--- config.mk ---
export PLATFORM = sky130hd
export DESIGN_NAME = bizt_top
export DESIGN_NICKNAME = d
export VERILOG_FILES = /design/src/logic/bizt_pkg.sv /design/src/logic/bizt_top.sv
export SDC_FILE = /design/constraint.sdc
export NUM_CORES = 1
export LEC_CHECK = 0
export BUFFER_PORTS_ARGS = -buffer_cell sky130_fd_sc_hd__buf_2
export CAP_MARGIN = 20
export CORE_UTILIZATION = 29
export DETAILED_ROUTE_END_ITERATION = 8
export GPL_TIMING_DRIVEN = 0
export SYNTH_ARGS = -nofsm -noshare
export SYNTH_HDL_FRONTEND = slang
export SYNTH_SLANG_ARGS = --single-unit
export TNS_END_PERCENT = 30
--- constraint.sdc ---
create_clock -name clock -period 9.1 [get_ports clock]
set_clock_uncertainty 0.15 [all_clocks]
set_input_delay 1.82 -clock clock [delete_from_list [all_inputs] [get_ports clock]]
set_output_delay 1.82 -clock clock [all_outputs]
set_load 0.03 [all_outputs]
--- src/logic/bizt_pkg.sv ---
// Package for the bus interface zone timing block: offsets, fields, resets, types
package bizt_pkg;

  // Register byte addresses on the configuration port (24-bit space)
  localparam logic [23:0] ADDR_WRITE_TIMING = 24'hFFF900;
  localparam logic [23:0] ADDR_IO_ZONE      = 24'hFFF902;
  localparam logic [23:0] ADDR_ZONE0        = 24'hFFF904;
  localparam logic [23:0] ADDR_ZONE1        = 24'hFFF906;
  localparam logic [23:0] ADDR_ZONE2        = 24'hFFF908;

  // Values after reset
  localparam logic [7:0]  RST_WRITE_TIMING  = 8'h07;
  localparam logic [15:0] RST_ZONE_CFG      = 16'h069F;
  localparam logic [15:0] RST_ZONE12_CFG    = 16'h069F;

  // Cycles counted after reset release before the boot pins are trusted
  localparam logic [1:0]  ENV_SETTLE_CNT    = 2'h3;

  // Write-timing register bits that always read as written ones
  localparam logic [7:0]  WT_FIXED_ONES     = 8'h06;

  // Zone configuration and write-timing field positions
  localparam int WAIT_LSB  = 0;
  localparam int HOLD_LSB  = 3;
  localparam int RBE_BIT   = 5;
  localparam int WBR_BIT   = 6;
  localparam int BW_BIT    = 7;
  localparam int IDLE_AFTER_ZONE_CHANGE_BIT  = 9;
  localparam int IDLE_BEFORE_ZONE_CHANGE_BIT  = 10;
  localparam int FRE_BIT   = 11;
  localparam int EWR_BIT   = 0;

  // Writable bit masks for the I/O zone and zone 0 registers
  localparam logic [15:0] IO_ZONE_MASK = 16'h029F;
  localparam logic [15:0] ZONE0_MASK   = 16'h0EFF;

  // I/O zone window
  localparam logic [23:0] IO_ZONE_BASE = 24'hFFFB00;
  localparam logic [23:0] IO_ZONE_LAST = 24'hFFFBFF;
  // Static zone 0 upper bound (flash program and data memory)
  localparam logic [23:0] ZONE0_LAST   = 24'h0DFFFF;

  // Boot-select codes
  localparam logic [2:0] BOOT_INTERNAL = 3'h7;
  localparam logic [2:0] BOOT_EXTERNAL = 3'h3;
  localparam logic [2:0] BOOT_EMU_EXT  = 3'h0;
  localparam logic [2:0] BOOT_EMU_INT  = 3'h1;
  localparam logic [2:0] BOOT_ISP      = 3'h6;

  // Operating environments
  typedef enum logic [2:0] {
    ENV_INTERNAL = 3'b000,
    ENV_EXTERNAL = 3'b001,
    ENV_EMU_EXT  = 3'b010,
    ENV_EMU_INT  = 3'b011,
    ENV_ISP      = 3'b100
  } bizt_env_t;

  // Zones
  typedef enum logic [1:0] {
    ZONE_NONE = 2'b00,
    ZONE_0    = 2'b01,
    ZONE_IO   = 2'b10
  } bizt_zone_t;

  // Bus-cycle phases
  typedef enum logic [2:0] {
    PH_IDLE  = 3'b000,
    PH_PRE   = 3'b001,
    PH_ADDR  = 3'b010,
    PH_WAIT  = 3'b011,
    PH_DATA  = 3'b100,
    PH_BURST = 3'b101,
    PH_HOLD  = 3'b110,
    PH_POST  = 3'b111
  } bizt_phase_t;

  // Core-bus request
  typedef struct packed {
    logic [23:0] addr;
    logic        write;
    logic        word;
    logic [15:0] wdata;
  } bizt_req_t;

  // Timing plan resolved for one access
  typedef struct packed {
    bizt_zone_t zone;
    logic [2:0] waits;
    logic [1:0] holds;
    logic       fast;
    logic       burst;
    logic       burst_wait;
    logic       early;
    logic       post_idle;
  } bizt_plan_t;

endpackage : bizt_pkg

--- src/logic/bizt_top.sv ---
// Bus interface zone timing: cycle sequencer, zone registers, environment decode
//
// Behaviour
// - 111 internal, 011 external when flash programmed
// - 000 external emulation, 001 internal emulation
// - 110, or blank flash on 111/011, selects IN_SYSTEM_PROGRAMMING_MODE
// - Access timing from addressed zone's configuration
// - Normal read two cycles, fast read one
// - Late write two cycles, early write three
// - Reset gives normal reads, early writes
// - Wait cycles follow address phase
// - Hold cycles appended at cycle end
// - Write timing resets 07h, bit0 early
// - Wait field adds zero to seven cycles
// - Hold field gives zero to three cycles
// - Bit 7 selects 8 or 16 bit
// - Post-idle adds idle before zone change
// - Zone0 pre-idle adds idle on zone change
// - Fast read ignores wait, hold, burst
// - Burst for word read on byte zone
// - Burst-wait adds one burst wait state
// - I/O and zone0 registers reset 069Fh
// - I/O zone covers FFFB00h to FFFBFFh
`timescale 1ns/10ps
module bizt_top (
  // Clock and reset
  input  wire logic              clock,
  input  wire logic              arst_n,
  // Operating environment inputs
  input  wire logic [2:0]        boot_select_pins,
  input  wire logic              flash_blank,
  // Operating environment outputs
  output bizt_pkg::bizt_env_t    env_mode,
  output logic                   internal_program_mode,
  output logic                   external_program_mode,
  output logic                   emulation_external_mode,
  output logic                   emulation_internal_mode,
  output logic                   in_system_programming_mode,
  // Register port
  input  wire logic [23:0]       reg_addr,
  input  wire logic [15:0]       reg_wdata,
  input  wire logic              reg_write,
  input  wire logic              reg_read,
  output logic [15:0]            reg_rdata,
  // Core bus request
  input  wire logic              core_valid,
  input  wire bizt_pkg::bizt_req_t core_req,
  output logic                   core_ready,
  output logic                   core_done,
  output logic [15:0]            core_rdata,
  // Target bus
  output logic                   tgt_select_zone0,
  output logic                   tgt_select_io,
  output logic [23:0]            tgt_addr,
  output logic                   tgt_rd,
  output logic                   tgt_wr,
  output logic [15:0]            tgt_wdata,
  output logic                   tgt_wide,
  output logic                   tgt_burst,
  output bizt_pkg::bizt_phase_t  tgt_phase,
  input  wire logic [15:0]       tgt_rdata
);

  // Reset synchroniser
  logic rst_meta_ff;
  logic rst_sync_ff;
  logic rst_n;

  always_ff @(posedge clock or negedge arst_n) begin
    if (!arst_n) begin
      rst_meta_ff <= 1'b0;
      rst_sync_ff <= 1'b0;
    end else begin
      rst_meta_ff <= 1'b1;
      rst_sync_ff <= rst_meta_ff;
    end
  end
  assign rst_n = rst_sync_ff;

  // Pin synchronisers, three stages; the first stage feeds only the second
  logic [2:0] pin_s1_ff;
  logic [2:0] pin_s2_ff;
  logic [2:0] pin_s3_ff;
  logic [1:0] sample_cnt_ff;
  logic       env_valid_ff;

  always_ff @(posedge clock or negedge rst_n) begin
    if (!rst_n) begin
      pin_s1_ff <= 3'h0;
      pin_s2_ff <= 3'h0;
      pin_s3_ff <= 3'h0;
    end else begin
      pin_s1_ff <= {flash_blank, boot_select_pins[1:0]};
      pin_s2_ff <= pin_s1_ff;
      pin_s3_ff <= pin_s2_ff;
    end
  end

  // Third pin of the boot code rides a separate chain
  logic env2_s1_ff;
  logic env2_s2_ff;
  logic env2_s3_ff;

  always_ff @(posedge clock or negedge rst_n) begin
    if (!rst_n) begin
      env2_s1_ff <= 1'b0;
      env2_s2_ff <= 1'b0;
      env2_s3_ff <= 1'b0;
    end else begin
      env2_s1_ff <= boot_select_pins[2];
      env2_s2_ff <= env2_s1_ff;
      env2_s3_ff <= env2_s2_ff;
    end
  end

  // Environment decode
  function automatic bizt_pkg::bizt_env_t decode_env(input logic [2:0] code, input logic blank);
    bizt_pkg::bizt_env_t e;
    e = bizt_pkg::ENV_ISP;
    case (code)
      bizt_pkg::BOOT_INTERNAL: e = blank ? bizt_pkg::ENV_ISP : bizt_pkg::ENV_INTERNAL;
      bizt_pkg::BOOT_EXTERNAL: e = blank ? bizt_pkg::ENV_ISP : bizt_pkg::ENV_EXTERNAL;
      bizt_pkg::BOOT_EMU_EXT:  e = bizt_pkg::ENV_EMU_EXT;
      bizt_pkg::BOOT_EMU_INT:  e = bizt_pkg::ENV_EMU_INT;
      bizt_pkg::BOOT_ISP:      e = bizt_pkg::ENV_ISP;
      default:                 e = bizt_pkg::ENV_ISP;
    endcase
    return e;
  endfunction : decode_env

  // Latch environment once the sampled levels have settled after reset release
  logic [2:0] env_code;
  logic       env_stable;
  assign env_code   = {env2_s3_ff, pin_s3_ff[1:0]};
  assign env_stable = (env2_s2_ff == env2_s3_ff) && (pin_s2_ff == pin_s3_ff);

  always_ff @(posedge clock or negedge rst_n) begin
    if (!rst_n) begin
      sample_cnt_ff <= 2'h0;
      env_valid_ff  <= 1'b0;
      env_mode      <= bizt_pkg::ENV_ISP;
    end else if (!env_valid_ff) begin
      if (sample_cnt_ff != bizt_pkg::ENV_SETTLE_CNT) begin
        sample_cnt_ff <= sample_cnt_ff + 2'h1;
      end else if (env_stable) begin
        env_mode     <= decode_env(env_code, pin_s3_ff[2]);
        env_valid_ff <= 1'b1;
      end
    end
  end

  // One-hot environment flags
  assign internal_program_mode      = (env_mode == bizt_pkg::ENV_INTERNAL);
  assign external_program_mode      = (env_mode == bizt_pkg::ENV_EXTERNAL);
  assign emulation_external_mode    = (env_mode == bizt_pkg::ENV_EMU_EXT);
  assign emulation_internal_mode    = (env_mode == bizt_pkg::ENV_EMU_INT);
  assign in_system_programming_mode = (env_mode == bizt_pkg::ENV_ISP);

  // Configuration registers
  logic [7:0]  write_timing_config_ff;
  logic [15:0] io_zone_config_ff;
  logic [15:0] static_zone0_config_ff;
  logic [15:0] static_zone1_config_ff;
  logic [15:0] static_zone2_config_ff;

  always_ff @(posedge clock or negedge rst_n) begin
    if (!rst_n) begin
      write_timing_config_ff <= bizt_pkg::RST_WRITE_TIMING;
      io_zone_config_ff      <= bizt_pkg::RST_ZONE_CFG;
      static_zone0_config_ff <= bizt_pkg::RST_ZONE_CFG;
      static_zone1_config_ff <= bizt_pkg::RST_ZONE12_CFG;
      static_zone2_config_ff <= bizt_pkg::RST_ZONE12_CFG;
    end else if (reg_write) begin
      case (reg_addr)
        // Bits 1 and 2 forced set so a careless write cannot clear them
        bizt_pkg::ADDR_WRITE_TIMING:
          write_timing_config_ff <= reg_wdata[7:0] | bizt_pkg::WT_FIXED_ONES;
        bizt_pkg::ADDR_IO_ZONE: io_zone_config_ff <= reg_wdata & bizt_pkg::IO_ZONE_MASK;
        bizt_pkg::ADDR_ZONE0:   static_zone0_config_ff <= reg_wdata & bizt_pkg::ZONE0_MASK;
        bizt_pkg::ADDR_ZONE1:   static_zone1_config_ff <= reg_wdata;
        bizt_pkg::ADDR_ZONE2:   static_zone2_config_ff <= reg_wdata;
        default: ;
      endcase
    end
  end

  // Read data, one cycle after the strobe; unmapped reads return zero
  always_ff @(posedge clock or negedge rst_n) begin
    if (!rst_n) begin
      reg_rdata <= 16'h0000;
    end else if (reg_read) begin
      case (reg_addr)
        bizt_pkg::ADDR_WRITE_TIMING: reg_rdata <= {8'h00, write_timing_config_ff};
        bizt_pkg::ADDR_IO_ZONE:      reg_rdata <= io_zone_config_ff;
        bizt_pkg::ADDR_ZONE0:        reg_rdata <= static_zone0_config_ff;
        bizt_pkg::ADDR_ZONE1:        reg_rdata <= static_zone1_config_ff;
        bizt_pkg::ADDR_ZONE2:        reg_rdata <= static_zone2_config_ff;
        default:                     reg_rdata <= 16'h0000;
      endcase
    end else begin
      reg_rdata <= 16'h0000;
    end
  end

  // Zone decode
  function automatic bizt_pkg::bizt_zone_t zone_of(input logic [23:0] a);
    bizt_pkg::bizt_zone_t z;
    z = bizt_pkg::ZONE_NONE;
    if (a >= bizt_pkg::IO_ZONE_BASE && a <= bizt_pkg::IO_ZONE_LAST) begin
      z = bizt_pkg::ZONE_IO;
    end else if (a <= bizt_pkg::ZONE0_LAST) begin
      z = bizt_pkg::ZONE_0;
    end
    return z;
  endfunction : zone_of

  // Resolve timing plan from the addressed zone and the write-timing early bit
  function automatic bizt_pkg::bizt_plan_t plan_of(input bizt_pkg::bizt_req_t r, input logic [15:0] cfg,
                                                   input logic is_zone0, input logic early);
    bizt_pkg::bizt_plan_t p;
    logic fast;
    p    = '0;
    fast = is_zone0 && cfg[bizt_pkg::FRE_BIT] && !r.write;
    p.zone       = zone_of(r.addr);
    p.fast       = fast;
    p.waits      = fast ? 3'h0 : cfg[bizt_pkg::WAIT_LSB +: 3];
    p.holds      = fast ? 2'h0 : cfg[bizt_pkg::HOLD_LSB +: 2];
    // I/O zone has no burst bits; only zone 0 honours them
    p.burst      = is_zone0 && !fast && !r.write && r.word && cfg[bizt_pkg::RBE_BIT]
                   && !cfg[bizt_pkg::BW_BIT];
    p.burst_wait = p.burst && cfg[bizt_pkg::WBR_BIT];
    p.early      = r.write && early;
    p.post_idle  = cfg[bizt_pkg::IDLE_AFTER_ZONE_CHANGE_BIT];
    return p;
  endfunction : plan_of

  // Request decode
  bizt_pkg::bizt_zone_t req_zone;
  logic [15:0]          req_cfg;
  bizt_pkg::bizt_plan_t req_plan;
  logic                 zone_change;
  logic                 need_pre;

  bizt_pkg::bizt_phase_t phase_ff;
  bizt_pkg::bizt_plan_t  plan_ff;
  bizt_pkg::bizt_req_t   req_ff;
  bizt_pkg::bizt_zone_t  last_zone_ff;
  logic                  post_pend_ff;
  logic [2:0]            cnt_ff;

  assign req_zone    = zone_of(core_req.addr);
  assign req_cfg     = (req_zone == bizt_pkg::ZONE_IO) ? io_zone_config_ff : static_zone0_config_ff;
  assign req_plan    = plan_of(core_req, req_cfg, req_zone == bizt_pkg::ZONE_0,
                               write_timing_config_ff[bizt_pkg::EWR_BIT]);
  assign zone_change = (req_zone != last_zone_ff);
  // Pre-idle is a zone 0 setting, so I/O cycles never take it
  assign need_pre    = zone_change && (req_zone == bizt_pkg::ZONE_0)
                       && static_zone0_config_ff[bizt_pkg::IDLE_BEFORE_ZONE_CHANGE_BIT];

  // Accept whenever idle, even when a post-idle cycle is owed
  assign core_ready = (phase_ff == bizt_pkg::PH_IDLE);

  // Cycle sequencer
  always_ff @(posedge clock or negedge rst_n) begin
    if (!rst_n) begin
      phase_ff     <= bizt_pkg::PH_IDLE;
      plan_ff      <= '0;
      req_ff       <= '0;
      last_zone_ff <= bizt_pkg::ZONE_NONE;
      post_pend_ff <= 1'b0;
      cnt_ff       <= 3'h0;
    end else begin
      case (phase_ff)
        bizt_pkg::PH_IDLE: begin
          if (core_valid && req_zone != bizt_pkg::ZONE_NONE) begin
            req_ff       <= core_req;
            plan_ff      <= req_plan;
            last_zone_ff <= req_zone;
            if (post_pend_ff && zone_change) begin
              phase_ff <= bizt_pkg::PH_POST;
            end else if (need_pre) begin
              phase_ff <= bizt_pkg::PH_PRE;
            end else if (req_plan.fast) begin
              phase_ff <= bizt_pkg::PH_DATA;
            end else begin
              phase_ff <= bizt_pkg::PH_ADDR;
            end
          end
        end
        bizt_pkg::PH_POST: begin
          post_pend_ff <= 1'b0;
          phase_ff     <= (plan_ff.zone == bizt_pkg::ZONE_0 && static_zone0_config_ff[bizt_pkg::IDLE_BEFORE_ZONE_CHANGE_BIT])
                          ? bizt_pkg::PH_PRE : (plan_ff.fast ? bizt_pkg::PH_DATA : bizt_pkg::PH_ADDR);
        end
        bizt_pkg::PH_PRE: begin
          phase_ff <= plan_ff.fast ? bizt_pkg::PH_DATA : bizt_pkg::PH_ADDR;
        end
        bizt_pkg::PH_ADDR: begin
          // Early write spends an extra cycle for address setup
          cnt_ff <= plan_ff.waits;
          if (plan_ff.early) begin
            plan_ff.early <= 1'b0;
            phase_ff      <= bizt_pkg::PH_ADDR;
          end else begin
            phase_ff <= (plan_ff.waits != 3'h0) ? bizt_pkg::PH_WAIT : bizt_pkg::PH_DATA;
          end
        end
        bizt_pkg::PH_WAIT: begin
          cnt_ff <= cnt_ff - 3'h1;
          if (cnt_ff == 3'h1) begin
            phase_ff <= bizt_pkg::PH_DATA;
          end
        end
        bizt_pkg::PH_DATA: begin
          cnt_ff <= {1'b0, plan_ff.holds};
          if (plan_ff.burst) begin
            plan_ff.burst <= 1'b0;
            phase_ff      <= plan_ff.burst_wait ? bizt_pkg::PH_BURST : bizt_pkg::PH_DATA;
          end else if (plan_ff.holds != 2'h0) begin
            phase_ff <= bizt_pkg::PH_HOLD;
          end else begin
            phase_ff     <= bizt_pkg::PH_IDLE;
            post_pend_ff <= plan_ff.post_idle;
          end
        end
        bizt_pkg::PH_BURST: begin
          plan_ff.burst_wait <= 1'b0;
          phase_ff           <= bizt_pkg::PH_DATA;
        end
        bizt_pkg::PH_HOLD: begin
          cnt_ff <= cnt_ff - 3'h1;
          if (cnt_ff == 3'h1) begin
            phase_ff     <= bizt_pkg::PH_IDLE;
            post_pend_ff <= plan_ff.post_idle;
          end
        end
        default: phase_ff <= bizt_pkg::PH_IDLE;
      endcase
    end
  end

  // Completion pulse and read capture at the last data beat
  logic last_beat;
  assign last_beat = (phase_ff == bizt_pkg::PH_DATA) && !plan_ff.burst;

  always_ff @(posedge clock or negedge rst_n) begin
    if (!rst_n) begin
      core_done  <= 1'b0;
      core_rdata <= 16'h0000;
    end else begin
      core_done <= last_beat;
      if (last_beat && !req_ff.write) begin
        core_rdata <= tgt_rdata;
      end
    end
  end

  // Target bus drive
  logic active;
  assign active           = (phase_ff != bizt_pkg::PH_IDLE) && (phase_ff != bizt_pkg::PH_PRE)
                            && (phase_ff != bizt_pkg::PH_POST);
  assign tgt_phase        = phase_ff;
  assign tgt_select_zone0 = active && (plan_ff.zone == bizt_pkg::ZONE_0);
  assign tgt_select_io    = active && (plan_ff.zone == bizt_pkg::ZONE_IO);
  assign tgt_addr         = req_ff.addr;
  assign tgt_wdata        = req_ff.wdata;
  assign tgt_rd           = active && !req_ff.write && (phase_ff != bizt_pkg::PH_HOLD);
  assign tgt_wr           = (phase_ff == bizt_pkg::PH_DATA) && req_ff.write;
  assign tgt_wide         = req_ff.word;
  assign tgt_burst        = active && (phase_ff == bizt_pkg::PH_BURST);

endmodule : bizt_top

==> impl_metrics.ini <==
[logic_synthesis]
ys_top_cells_by_area = dfrtp_1 (44%), mux2_2 (12%), dfstp_2 (11%), nand2_1 (5.1%), buf_4 (4.1%)
main_flop_type_after_synthesis = dfrtp_1
synth_cells = 678
synth_enable_flop_cells = 0
post-synth-top-area-cell = dfrtp_1
yosysWarnings = 0
syn_area_mm2 = 0.00778
post_synth.cell_area_avg_um2 = 11.5
synth_commonest_cells = dfrtp_1 (137), nand2_1 (106), mux2_2 (80)
synth_async_reset_ratio = 1.00
synthesized_flop_and_latch_total = 171
synth-seq-area-share = 0.555
synth_largest_type_area_fraction = 0.441
synth.distinct_cells = 63
synthesis.nets = 788
post-synth-top-count-cell = dfrtp_1

[clocking]
h-tree-depth = 4
cts.root.buffer_cell = clkbuf_16
cts_buffers = 17
cts_hold_buffers = 0
cts_tree = done
cts_resized = 0
post-cts-setup-buffer-count = 0
clk_path_buf_depth = 2
clk-insertion-delay-late_ns = 0.43
clk_pin_slew_ns = 0.07
numClockSinks = 171

[setup_path]
largest_fanout_on_the_critical_path = 10
startpoint_type = flip-flop
critical_path_required_ns = 7.13
critical_path_arrival_ns = 2.36
worst-setup-path-type = reg2out
critical_path.endpoint_type = output pin

[timing]
maxSlewViolCount = 0
rsz0062_at_grt = false
final_min_period_over_clock_period = 0.476
final_hold_viol_count = 0
relSlewSlack = 0.428
timing.setup.tns_ns = 0
min_period_ns = 4.33
tightest_slew_ns = 0.850
maximum_clock_frequency_mhz = 231
setup_viol = 0

[die]
std_cell_rows = 59
floorplan.io_pins = 198
core_region_area_mm2 = 0.0262
initial_utilization = 0.297
die_height_um = 166
die-area_mm2 = 0.0275
die_w_um = 166

[route]
dr.first_iter.drc_count = 447
route.final.wire_length_um = 19000
ant_nets = 0
drc = 15
routed-via-count = 5784
viasPerCell = 4.65
drt_first_pass_iters = 7
routedWlPerCell_um = 15.3

[pwr]
leakagePower_uw = 0.00478
power_density_normalized_to_cell_area_mw_per_mm2 = 267
internal_power_uw = 1660
worst_ir_drop_vdd_uv = 102
pwr-share-clk = 0.276
power.share.combinational = 0.348
p_switching_uw = 959
p_sw_frac = 0.366
p_seq_frac = 0.376

[placed_design]
placed_cells = 1211
io_buffers = 196
gp_congestion = 0.850
estimated_wirelength_of_the_detail_placed_design_um = 13800

[global_route]
use_met3 = 0.0336
grt_antenna_before_repair = 0
grt_most_used_layer = met2
grt_pass1_vias = 5737
gr-usage-met1 = 0.185
overflow = 0
pin_count_of_the_biggest_net_entering_global_routing = 68
grtUsageMet2 = 0.238
total_global_route_track_usage = 0.143
grt_first_pass_wirelength_um = 30700

[final_layout]
nNetsFinal = 1005
post-route-util = 0.375
area_growth_syn_to_layout_pct = 26.2
num-fill-cells = 2638
final-instance-count-excl-fill = 1243
antennaDiodeCount = 0
drive_gt1_frac = 0.461

[status]
status = finished with violations
failed_checks = design-rule violations

[flow_run]
cap_viol_max_count = 0

[hold_path]
hold_path_class = reg2reg
## final timing paths
path | to | slack [ns] | start | depth (start not counted)
setup reg to reg | core_rdata[5]$_DFFE_PN0P_ | 6.58 | tgt_phase[1]$_DFFE_PN0P_ | 6
hold reg to reg | pin_s2_ff[0]$_DFF_PN0_ | 0.20 | pin_s1_ff[0]$_DFF_PN0_ | 0
min in group asynchronous | reg_rdata[4]$_DFF_PN0_ | 0.28 | rst_n$_DFF_PN0_ | 0
hold / removal | pin_s2_ff[0]$_DFF_PN0_ | 0.20 | pin_s1_ff[0]$_DFF_PN0_ | 0
max in group asynchronous | rst_n$_DFF_PN0_ | 7.68 | arst_n | 1
setup / recovery | tgt_burst | 4.77 | tgt_phase[2]$_DFFE_PN0P_ | 5
## layout make-up
type                    count  area [um2]  area share
flip-flops and latches    171        4330       0.441
multi-input cells         428        2980       0.304
repair buffers            198        1040       0.106
clock buffers              22         475      0.0484
plain buffers              69         439      0.0447
well taps                 335         419      0.0427
clock inverters            10         103      0.0105
inverters                  10        37.5     0.00382
## kinds of logic after synthesis
kind of cell    count (synthesis)  share of synthesized area
fa+ha+maj                       3                    0.00483
compound gates                 95                     0.0820
buf+inv                        79                     0.0613
other cells                     1                   0.000482
xor+xnor                        8                    0.00901
simple gates                  223                      0.142
flops                         171                      0.555
mux                            98                      0.145
## layer usage
| layer | vias up | wire length, um |
|---|---|---|
| met4 | 0 | 212 |
| li1 | 2783 | - |
| met3 | 16 | 928 |
| met2 | 172 | 9150 |
| met5 | - | 0 |
| met1 | 2813 | 8690 |
## state kept, by name, indices dropped and copies added, names as in the netlist, 6 cells and up
signal	cells
io_zone_config_ff	8
static_zone2_config_ff	16
reg_rdata	16
static_zone1_config_ff	16
core_rdata	16
tgt_wdata	16
tgt_addr	24
plan_ff	10
static_zone0_config_ff	11
write_timing_config_ff	6
## per-stage QoR
| stage | instance area [um2] | hold WS, ns | setup slack [ns] | total power [uW] |
|---|---|---|---|---|
| 4_1_cts | 9820 | 0.198 | 4.79 | 2660 |
| 3_3_place_gp | 9180 | 0.187 | 1.63 | 1900 |
| 2_1_floorplan | 7780 | 0.181 | 3.89 | 1670 |
| 6_report | 9820 | 0.197 | 4.77 | 2620 |
| 3_5_place_dp | 9240 | 0.187 | 4.84 | 1920 |
| 5_1_grt | 9820 | 0.204 | 4.55 | 2770 |
## critical path, stage by stage (launching register included)
cell,delay [ns]
dfrtp_1,0.35
clkbuf_1,0.35
clkbuf_1,0.35
clkbuf_1,0.40
and3_1,0.25
buf_2,0.24
## layout by cell type (no fill, tap or decap), drive strengths merged, types with 7 or more instances in the layout
cell type	Yosys	routed
a21oi	16	16
a22oi	16	16
and3	7	7
buf	55	253
clkbuf	14	36
dfrtp	137	137
dfstp	34	34
inv	10	16
mux2	90	90
mux2i	8	8
nand2	107	107
nand3	14	14
nand4	7	7
nor2	38	38
nor3	12	12
o21ai	24	24
or3	8	8
## power by group through the flow
stage	clock, uW	combinational (uW)	sequential (uW)
after floorplan	0	575	1090
after global placement	0	898	1010
after detailed placement	0	917	1000
after CTS	750	919	989
after global routing	782	983	1010
final	723	912	987
(Power assumes the default switching activity.)
